<file path="src/hw/fcpwm_pkg.sv">
// Register map, field layout, reset values and carrier types of the four-channel modulator.
package fcpwm_pkg;

    localparam int NCH = 4;
    localparam int AW  = 9;

    // Register indices; the byte address of each is four times its index.
    localparam logic [6:0] IDX_CLK   = 7'h40;
    localparam logic [6:0] IDX_POL   = 7'h41;
    localparam logic [6:0] IDX_EN    = 7'h42;
    localparam logic [6:0] IDX_PRES  = 7'h43;
    localparam logic [6:0] IDX_SCAL0 = 7'h44;
    localparam logic [6:0] IDX_SCNT0 = 7'h45;
    localparam logic [6:0] IDX_CNT0  = 7'h48;
    localparam logic [6:0] IDX_PER0  = 7'h4C;
    localparam logic [6:0] IDX_DTY0  = 7'h50;
    localparam logic [6:0] IDX_CTR   = 7'h54;

    // Fields of clock_prescale_and_concat.
    localparam int CLK_JOIN_LOWER = 6;
    localparam int CLK_PCKA_LSB   = 3;
    localparam int CLK_PCKB_LSB   = 0;
    localparam int CODE_W         = 3;

    // Fields of clock_select_and_polarity: start-high bits low, scaled-clock selects high.
    localparam int POL_START_LSB = 0;
    localparam int POL_SEL_LSB   = 4;

    localparam logic [7:0] RST_REG8 = 8'h00;
    localparam logic [7:0] RST_PER  = 8'hFF;
    localparam logic [7:0] RST_DTY  = 8'h00;

    localparam logic [7:0]  ZERO8  = 8'h00;
    localparam logic [15:0] ZERO16 = 16'h0000;
    localparam logic [15:0] ONE16  = 16'h0001;
    localparam logic [6:0]  ONE7   = 7'h01;

    // Per-channel counter, active latches and write buffers.
    typedef struct packed {
        logic [7:0] cnt;
        logic [7:0] per;
        logic [7:0] per_buf;
        logic [7:0] duty;
        logic [7:0] duty_buf;
    } fcpwm_ch_s;

endpackage

</file>
<file path="src/hw/fcpwm_top.sv">
// Four-channel pulse-width modulator with Avalon-MM register slave and shared port pins.
module fcpwm_top (
    input  wire logic                       CORE_CLK,
    input  wire logic                       RST_N,
    input  wire logic [fcpwm_pkg::AW-1:0]   AVS_ADDRESS,
    input  wire logic                       AVS_READ,
    input  wire logic                       AVS_WRITE,
    input  wire logic [3:0]                 AVS_BYTEENABLE,
    input  wire logic [31:0]                AVS_WRITEDATA,
    output logic      [31:0]                AVS_READDATA,
    output logic                            AVS_WAITREQUEST,
    input  wire logic [fcpwm_pkg::NCH-1:0]  GPIO_OUT,
    input  wire logic [fcpwm_pkg::NCH-1:0]  GPIO_DIR,
    output logic      [fcpwm_pkg::NCH-1:0]  PIN_O,
    output logic      [fcpwm_pkg::NCH-1:0]  PIN_OE
);
    import fcpwm_pkg::*;

    // ****************************************************************
    // State and helpers
    // ****************************************************************
    logic [7:0]     clk_q;
    logic [7:0]     pol_q;
    logic [NCH-1:0] en_q;
    logic [NCH-1:0] ctr_q;
    logic [6:0]     pres_q;
    logic [7:0]     scal_q [2];
    logic [7:0]     scnt_q [2];
    logic [1:0]     half_q;
    fcpwm_ch_s      ch_q [NCH];
    logic [NCH-1:0] dir_q;
    logic           wait_q;

    logic [6:0]     idx;
    logic [7:0]     wd;
    logic           wen;
    logic           run;
    logic [1:0]     base_tk;
    logic [1:0]     scl_tk;
    logic [NCH-1:0] cat;
    logic [NCH-1:0] tk;
    logic [NCH-1:0] wcnt;
    logic [NCH-1:0] wper;
    logic [NCH-1:0] wdty;
    logic [NCH-1:0] cw;
    logic [NCH-1:0] roll;
    logic [NCH-1:0] lat;
    logic [NCH-1:0] ndir;
    logic [NCH-1:0] pwm;
    logic [NCH-1:0] drv;
    logic [1:0]     own [NCH];
    logic [15:0]    c16 [NCH];
    logic [15:0]    p16 [NCH];
    logic [15:0]    d16 [NCH];
    logic [15:0]    n16 [NCH];
    logic [7:0]     rd8;
    logic           wr_clk;
    logic           wr_pol;
    logic           wr_en;
    logic           wr_ctr;
    logic [1:0]     wr_scal;
    logic           rd_go;
    logic [NCH-1:0] pin_oe_d;
    logic [NCH-1:0] pin_o_d;

    // Power-of-two prescale tap: the prescale counter's low bits are all ones.
    function automatic logic div_tick(input logic [CODE_W-1:0] code, input logic [6:0] cnt);
        logic [6:0] mask;
        mask = 7'((8'h01 << code) - 8'h01);
        return (cnt & mask) == mask;
    endfunction

    // Sixteen-bit view of a channel, with the partner as high byte when joined.
    function automatic logic [15:0] join16(input logic c, input logic [7:0] hi,
                                           input logic [7:0] lo);
        return c ? {hi, lo} : {ZERO8, lo};
    endfunction

    // True when an accepted write addresses the given register index.
    function automatic logic reg_hit(input logic [6:0] at, input logic [6:0] target,
                                     input logic strobe);
        return strobe && (at == target);
    endfunction

    // True when the index falls in the four-register bank that starts at base.
    function automatic logic in_bank(input logic [6:0] at, input logic [6:0] base);
        return at[6:2] == base[6:2];
    endfunction

    assign idx             = AVS_ADDRESS[AW-1:2];
    assign wd              = AVS_WRITEDATA[7:0];
    // A write lands only at the edge where the master sees waitrequest low.
    assign wen             = AVS_WRITE && !wait_q && AVS_BYTEENABLE[0];
    assign AVS_WAITREQUEST = wait_q;

    // ****************************************************************
    // Register write decode
    // ****************************************************************
    // One strobe per writable control register, so each update block reads one name.
    always_comb begin
        wr_clk = reg_hit(idx, IDX_CLK, wen);
        wr_pol = reg_hit(idx, IDX_POL, wen);
        wr_en  = reg_hit(idx, IDX_EN, wen);
        wr_ctr = reg_hit(idx, IDX_CTR, wen);
        for (int p = 0; p < 2; p++) begin
            wr_scal[p] = reg_hit(idx, 7'(int'(IDX_SCAL0) + 2 * p), wen);
        end
    end

    // ****************************************************************
    // Clock sources and channel next state
    // ****************************************************************
    always_comb begin
        run        = |en_q;
        // Clock sources are enables on the bus clock, so selecting one never glitches.
        base_tk[0] = run && div_tick(clk_q[CLK_PCKA_LSB +: CODE_W], pres_q);
        base_tk[1] = run && div_tick(clk_q[CLK_PCKB_LSB +: CODE_W], pres_q);
        for (int p = 0; p < 2; p++) begin
            scl_tk[p] = base_tk[p] && (scnt_q[p] == ZERO8) && half_q[p];
        end
        for (int i = 0; i < NCH; i++) begin
            cat[i]  = ((i % 2) == 1) && clk_q[CLK_JOIN_LOWER + i / 2];
            // A joined even channel follows its odd partner; its own logic is idle.
            own[i]  = 2'(i + ((((i % 2) == 0) && clk_q[CLK_JOIN_LOWER + i / 2]) ? 1 : 0));
            wcnt[i] = reg_hit(idx, 7'(int'(IDX_CNT0) + i), wen);
            wper[i] = reg_hit(idx, 7'(int'(IDX_PER0) + i), wen);
            wdty[i] = reg_hit(idx, 7'(int'(IDX_DTY0) + i), wen);
            tk[i]   = pol_q[POL_SEL_LSB + i] ? scl_tk[i / 2] : base_tk[i / 2];
            c16[i]  = join16(cat[i], ch_q[i ^ 1].cnt, ch_q[i].cnt);
            p16[i]  = join16(cat[i], ch_q[i ^ 1].per, ch_q[i].per);
            d16[i]  = join16(cat[i], ch_q[i ^ 1].duty, ch_q[i].duty);
            cw[i]   = wcnt[i] || (cat[i] && wcnt[i ^ 1]);
            n16[i]  = c16[i];
            ndir[i] = dir_q[i];
            roll[i] = 1'b0;
            if (cw[i]) begin
                n16[i]  = ZERO16;
                ndir[i] = 1'b0;
            end else if (en_q[i] && tk[i]) begin
                if (!ctr_q[i]) begin
                    if (c16[i] >= p16[i]) begin
                        n16[i]  = ZERO16;
                        roll[i] = 1'b1;
                    end else begin
                        n16[i] = c16[i] + ONE16;
                    end
                end else if (p16[i] == ZERO16) begin
                    n16[i]  = ZERO16;
                    ndir[i] = 1'b0;
                    roll[i] = 1'b1;
                end else if (!dir_q[i]) begin
                    if (c16[i] >= p16[i]) begin
                        n16[i]  = c16[i] - ONE16;
                        ndir[i] = 1'b1;
                    end else begin
                        n16[i] = c16[i] + ONE16;
                    end
                end else if (c16[i] <= ONE16) begin
                    n16[i]  = ZERO16;
                    ndir[i] = 1'b0;
                    roll[i] = 1'b1;
                end else begin
                    n16[i] = c16[i] - ONE16;
                end
            end
            lat[i] = roll[i] || cw[i] || !en_q[i];
            // Duty zero or above the period gives a fully active or inactive output.
            pwm[i] = ctr_q[i] ? (c16[i] < d16[i])
                              : ((c16[i] >= d16[i]) ^ pol_q[POL_START_LSB + i]);
            drv[i] = en_q[own[i]] && !cat[i];
        end
    end

    // ****************************************************************
    // Control registers
    // ****************************************************************
    always_ff @(posedge CORE_CLK or negedge RST_N) begin
        if (!RST_N) begin
            clk_q <= RST_REG8;
            pol_q <= RST_REG8;
            en_q  <= '0;
            ctr_q <= '0;
        end else begin
            if (wr_clk) begin
                clk_q <= wd;
            end
            if (wr_pol) begin
                pol_q <= wd;
            end
            if (wr_en) begin
                en_q <= wd[NCH-1:0];
            end
            if (wr_ctr) begin
                ctr_q <= wd[NCH-1:0];
            end
        end
    end

    // ****************************************************************
    // Prescaler and scalers
    // ****************************************************************
    // The prescaler freezes while every channel is off; it resumes from where it
    // stopped, so the first prescaled tick after an enable may come early.
    always_ff @(posedge CORE_CLK or negedge RST_N) begin
        if (!RST_N) begin
            pres_q <= '0;
        end else if (run) begin
            pres_q <= pres_q + ONE7;
        end
    end

    always_ff @(posedge CORE_CLK or negedge RST_N) begin
        if (!RST_N) begin
            scal_q <= '{RST_REG8, RST_REG8};
            scnt_q <= '{RST_REG8, RST_REG8};
            half_q <= '0;
        end else begin
            for (int p = 0; p < 2; p++) begin
                if (wr_scal[p]) begin
                    scal_q[p] <= wd;
                    scnt_q[p] <= wd;
                end else if (base_tk[p]) begin
                    if (scnt_q[p] == ZERO8) begin
                        scnt_q[p] <= scal_q[p];
                        half_q[p] <= !half_q[p];
                    end else begin
                        scnt_q[p] <= scnt_q[p] - 8'h01;
                    end
                end
            end
        end
    end

    // ****************************************************************
    // Channel counters and double buffers
    // ****************************************************************
    // In a joined pair the even channel stores the high byte only; its own enable,
    // clock select, polarity and alignment bits are ignored while joined.
    // Counters keep their value when a channel is disabled, so software must clear
    // the counter before a new enable to avoid a truncated first period.
    always_ff @(posedge CORE_CLK or negedge RST_N) begin
        if (!RST_N) begin
            for (int i = 0; i < NCH; i++) begin
                ch_q[i] <= '{cnt: RST_REG8, per: RST_PER, per_buf: RST_PER,
                             duty: RST_DTY, duty_buf: RST_DTY};
            end
            dir_q <= '0;
        end else begin
            dir_q <= ndir;
            for (int i = 0; i < NCH; i++) begin
                ch_q[i].cnt <= (own[i] != 2'(i)) ? n16[own[i]][15:8] : n16[i][7:0];
                if (wper[i]) begin
                    ch_q[i].per_buf <= wd;
                end
                if (wdty[i]) begin
                    ch_q[i].duty_buf <= wd;
                end
                if (lat[own[i]]) begin
                    ch_q[i].per  <= wper[i] ? wd : ch_q[i].per_buf;
                    ch_q[i].duty <= wdty[i] ? wd : ch_q[i].duty_buf;
                end
            end
        end
    end

    // ****************************************************************
    // Register slave
    // ****************************************************************
    always_comb begin
        rd8 = ZERO8;
        if (in_bank(idx, IDX_CNT0)) begin
            rd8 = ch_q[idx[1:0]].cnt;
        end else if (in_bank(idx, IDX_PER0)) begin
            rd8 = ch_q[idx[1:0]].per_buf;
        end else if (in_bank(idx, IDX_DTY0)) begin
            rd8 = ch_q[idx[1:0]].duty_buf;
        end else begin
            unique case (idx)
                IDX_CLK:       rd8 = clk_q;
                IDX_POL:       rd8 = pol_q;
                IDX_EN:        rd8 = {4'h0, en_q};
                IDX_PRES:      rd8 = {1'b0, pres_q};
                IDX_SCAL0:     rd8 = scal_q[0];
                IDX_SCNT0:     rd8 = scnt_q[0];
                IDX_SCAL0 + 2: rd8 = scal_q[1];
                IDX_SCNT0 + 2: rd8 = scnt_q[1];
                IDX_CTR:       rd8 = {4'h0, ctr_q};
                default:       rd8 = ZERO8;
            endcase
        end
    end

    // One wait cycle per access keeps read data registered.
    always_ff @(posedge CORE_CLK or negedge RST_N) begin
        if (!RST_N) begin
            wait_q <= 1'b1;
        end else if (!wait_q) begin
            wait_q <= 1'b1;
        end else if (AVS_READ || AVS_WRITE) begin
            wait_q <= 1'b0;
        end
    end

    // Read data is captured only when a read is taken and holds through writes,
    // so a master that samples late still sees the value it asked for.
    assign rd_go = AVS_READ && wait_q;

    always_ff @(posedge CORE_CLK or negedge RST_N) begin
        if (!RST_N) begin
            AVS_READDATA <= '0;
        end else if (rd_go) begin
            AVS_READDATA <= {24'h00_0000, rd8};
        end
    end

    // ****************************************************************
    // Port pins
    // ****************************************************************
    // An enabled channel overrides the port direction without touching it, so the
    // port setting returns as soon as the channel is disabled again.
    always_comb begin
        for (int i = 0; i < NCH; i++) begin
            pin_oe_d[i] = drv[i] ? 1'b1 : GPIO_DIR[i];
            pin_o_d[i]  = drv[i] ? pwm[own[i]] : GPIO_OUT[i];
        end
    end

    // Both pin outputs are registered so that no decode glitch reaches a pad.
    always_ff @(posedge CORE_CLK or negedge RST_N) begin
        if (!RST_N) begin
            PIN_OE <= '0;
        end else begin
            PIN_OE <= pin_oe_d;
        end
    end

    always_ff @(posedge CORE_CLK or negedge RST_N) begin
        if (!RST_N) begin
            PIN_O <= '0;
        end else begin
            PIN_O <= pin_o_d;
        end
    end

endmodule

</file>
<file path="config.mk">
export PLATFORM = sky130hd
export DESIGN_NAME = fcpwm_top
export DESIGN_NICKNAME = d
export VERILOG_FILES = /design/src/hw/fcpwm_pkg.sv /design/src/hw/fcpwm_top.sv
export SDC_FILE = /design/constraint.sdc
export NUM_CORES = 1
export LEC_CHECK = 0
export BUFFER_PORTS_ARGS = -buffer_cell sky130_fd_sc_hd__buf_4
export CELL_PAD_IN_SITES_DETAIL_PLACEMENT = 0
export CELL_PAD_IN_SITES_GLOBAL_PLACEMENT = 1
export CORE_MARGIN = 5
export CORE_UTILIZATION = 35
export DETAILED_ROUTE_END_ITERATION = 16
export GPL_ROUTABILITY_DRIVEN = 1
export GPL_TIMING_DRIVEN = 0
export MAX_ROUTING_LAYER = met4
export PLACE_DENSITY = 0.63
export SETUP_SLACK_MARGIN = 0.1
export SYNTH_ARGS = -nofsm -noshare
export SYNTH_HDL_FRONTEND = slang
export SYNTH_SLANG_ARGS = --single-unit
</file>
<file path="constraint.sdc">
create_clock -name CORE_CLK -period 6.3 [get_ports CORE_CLK]
set_input_delay 0 -clock CORE_CLK [delete_from_list [all_inputs] [get_ports CORE_CLK]]
set_output_delay 0 -clock CORE_CLK [all_outputs]
set_load 0.05 [all_outputs]
</file>
==> results.md <==
- Filler Cell Count: 4916
- CP peak stage delay: 0.60 ns
- Routed vias/inst: 5.76
- Avg Cell Area, Syn: 9.26 um^2
- Post-CTS Resized: 0
- GRT Total Usage: 24.2%
- Layout cells sized above 1: 19.3%
- Post-synth EDFFs: 0
- Vias in the first global route: 15284
- RSZ-0062 raised after global routing: false
- Port buffer count: 43
- WL/cell: 24.3 um
- Fin Setup TNS: 0 ns
- Die width: 233 um
- Clk_skew: 0.0236 ns
- Register-to-register setup slack: 0.74 ns
- Final setup viols: 0
- CTS Buf Count: 31
- GP Congestion: 0.914
- Worst Path Buf+Inv: 6
- Chip height: 233 um
- Worst path most repeated cell: clkbuf_1
- Root buffer cell: clkbuf_16
- Clk_lat worst skew: 0.60 ns
- CP max stage cell: clkbuf_1
- Postcts setup bufs: 0
- Hpwl dp: 49.6 mm
- Critical Path Start Type: flip-flop
- Worst path cell trace: clkbuf_1 > clkbuf_1 > clkbuf_1 > nand2_1 > ha_1 > nand2_1 > nor4_1 > and3_1 > clkbuf_1 > nor3_1 > or2_2 > a221oi_2 > or3_1 > buf_2 > buf_6 > mux2_2
- TritonRoute pass-1 iters: 5
- Finished Cell Area: 0.0200 mm^2
- Pin count of the biggest net entering global routing: 99
- Yosys cell types: 93
- Wirelength, routed: 65.6 mm
- Delay-heaviest family, CP: buffers and inverters
- Worst-path fanout max: 10
- Post-Syn Area: 0.0174 mm^2
- Switching part of the total: 45.5%
- Final nets: 2177
- Multi-input logic area: 0.0103 mm^2
- CP Class: reg2reg
- Dpl ws: 0.808 ns
- Dpl cell area: 0.0188 mm^2
- Layout Area Growth over Synthesis: 14.8%
- PwrDens: 419 mW/mm^2
- Internal: 0.00457 W
- YS warnings: 0
- Core Box Area: 0.0492 mm^2
- Critical path required time: 6.76 ns
- Crit path capture type: flip-flop
- Comb power frac: 52.2%
- # DRC: 0
- Worst min path class: in2reg
- Synth Flop Type: dfrtp_1
- Num rows: 81
- Seq/Total Area, Yosys: 35.8%
- Period utilization: 88.2%
- Post-route setup slack: 0.741 ns
- Peak supply drop: 0.000385 V
- CP arrival: 6.02 ns
- Post-Syn Instances: 1884
- GRT overflow: 0
- Vias: 15531
- Die footprint: 0.0544 mm^2
- Sequential Area: 0.00624 mm^2
- Hold Violations, Final: 0
- Iteration-0 DRC Markers: 1393
- Minimum clock period: 5.56 ns
- Static leakage: 8.48 nW
- H-Tree Level Count: 1
- Seq pwr share: 26.1%
- Max cap viols: 0
- Fraction of registers with async set/reset: 100%
- Clk pwr share: 21.7%
- Max Clk Rate: 180 MHz
- Antenna viol nets, final: 0
- CTS tree: yes
- Starting density of the core: 35.5%
- Initial antenna violation count: 6
- Status: completed
- First-pass GRT wire length: 97.4 mm
- Yosys reg bits: 246
- Final Max Tran Viols: 0
- Relative slew slack: 16.1%
- Switch Pwr: 0.00382 W
- # IOs: 98
- Slew @ Worst Pin: 1.25 ns
- Clock sink count: 246
- Hold_ws: 0.0370 ns
- Worst-path clk slew: 0.06 ns
- Max Buffers Root-to-Sink: 3
==> worst register-to-register path, delay by kind of cell (launching register included) <==
| family | cells | cell delay (ns) |
|---|---|---|
| and+or+nand+nor | 7 | 1.72 |
| DFF | 1 | 0.49 |
| AOI/OAI and AO/OA | 1 | 0.36 |
| adders and majority gates | 1 | 0.32 |
| buffers and inverters | 6 | 2.21 |
| muxes | 1 | 0.34 |
==> Yosys cell counts (all sizes together), types with 9 or more instances <==
cell | n | area (um^2)
a211oi | 15 | 125
a21o | 26 | 195
a21oi | 123 | 616
a221o | 12 | 120
a221oi | 16 | 146
a22oi | 13 | 97.6
a31oi | 19 | 119
a32oi | 11 | 96.3
and2 | 15 | 93.8
and3 | 14 | 87.6
buf | 43 | 287
clkbuf | 95 | 357
dfrtp | 181 | 4530
dfstp | 65 | 1710
ha | 114 | 1430
inv | 101 | 379
mux2 | 128 | 1480
mux4 | 32 | 721
nand2 | 199 | 747
nand2b | 22 | 138
nand3 | 40 | 200
nand4 | 18 | 113
nor2 | 148 | 556
nor3 | 55 | 275
nor4 | 20 | 125
o21a | 11 | 82.6
o21ai | 83 | 415
o221ai | 15 | 131
o22ai | 19 | 119
o31ai | 16 | 134
or2 | 9 | 58.8
or3 | 26 | 168
xnor2 | 36 | 315
==> per-layer routing <==
metal  GRT usage (%)  vias to the layer above  wire (um)
li1                -                     7145          -
met1            31.7                     7700      28800
met2            38.1                      546      30200
met3            3.90                      140       4040
met4            8.88                        0       2610
met5               -                        -          0
==> cell families (layout without fill, tap and decap cells) <==
kind of cell / count (synthesis) / in the layout / share of synthesized area, %
AND/OR/NAND/NOR: 605 / 605 / 16.5
flip-flops: 246 / 246 / 35.8
XOR/XNOR: 44 / 44 / 2.21
other: 1 / 27 / 0.0215
multiplexers: 165 / 165 / 12.9
AO/OA/AOI/OAI: 470 / 470 / 18.6
adder cells (fa/ha/maj): 114 / 114 / 8.18
buffers and inverters: 239 / 363 / 5.86
==> final cells by class <==
type / instances / area share [%]
well taps: 664 / 4.15
plain buffers: 138 / 3.21
inverters: 101 / 1.89
repair buffers: 66 / 3.06
clock inverters: 21 / 0.968
multi-input cells: 1422 / 51.3
diodes: 3 / 0.0375
clock buffers: 37 / 4.19
flip-flops and latches: 246 / 31.1
==> sequential cells by signal (all words and copies together) (netlist names) <==
signal / flops
ch_q: 144
PIN_O: 4
pol_q: 8
pres_q: 7
c16: 16
PIN_OE: 4
dir_q: 4
en_q: 4
scal_q: 16
ctr_q: 4
half_q: 2
scnt_q: 16
AVS_READDATA: 8
AVS_WAITREQUEST: 1
clk_q: 8
==> power by group through the flow <==
stage	clock network (W)	registers [W]	logic, W
floorplan	0	0.00210	0.00310
global placement	0	0.00221	0.00425
detailed placement	0	0.00221	0.00430
CTS	0.00186	0.00218	0.00434
global route	0.00192	0.00222	0.00479
finish	0.00182	0.00219	0.00438
==> final timing paths <==
check | from | end | depth (start not counted)
setup / recovery | clk_q[7] | ch_q[15] | 16
hold / removal | AVS_ADDRESS[3] | ch_q[112] | 4
setup reg to reg | clk_q[7] | ch_q[15] | 16
hold reg to reg | half_q[1] | half_q[1] | 1
max in group asynchronous | RST_N | ch_q[109] | 5
min in group asynchronous | RST_N | c16[53] | 3
==> stage by stage <==
stage / cells / util (%) / power (W)
CTS: 2695 / 40.7 / 0.00838
global placement: 2614 / 38.0 / 0.00646
global route: 2698 / 40.7 / 0.00892
finish: 2698 / 40.7 / 0.00839
detailed placement: 2616 / 38.1 / 0.00651
floorplan: 1907 / - / 0.00520
==> placed cells by master, fill, tap and decap left out, types with 9 or more instances in the layout <==
master           n
a221o_1         12
a32oi_1         11
a21o_1          26
ha_1           114
mux2_2         115
dfrtp_1        181
dlygate4sd3_1   20
nand3_1         40
clkbuf_16       31
a211oi_1        14
and3_1          14
clkbuf_1        97
buf_4           67
o31ai_1         15
or3_1           25
a21oi_1        123
a22oi_1         13
o21ai_0         81
xnor2_1         36
nand2_1        199
mux2_4          10
a31oi_1         19
o21a_1          11
and2_1          13
nand4_1         18
mux4_2          32
inv_1          101
o221ai_1        15
nand2b_1        22
a221oi_1        15
nor3_1          54
conb_1          24
o22ai_1         19
dfstp_2         65
nor2_1         148
nor4_1          19
clkinv_2         9
==> repair_timing <==
action                                 4_1_cts  5_1_grt
endpoints found under the hold margin      191        0
setup endpoints to repair                    0        0
hold buffers                                21        0
(Power assumes the default switching activity.)
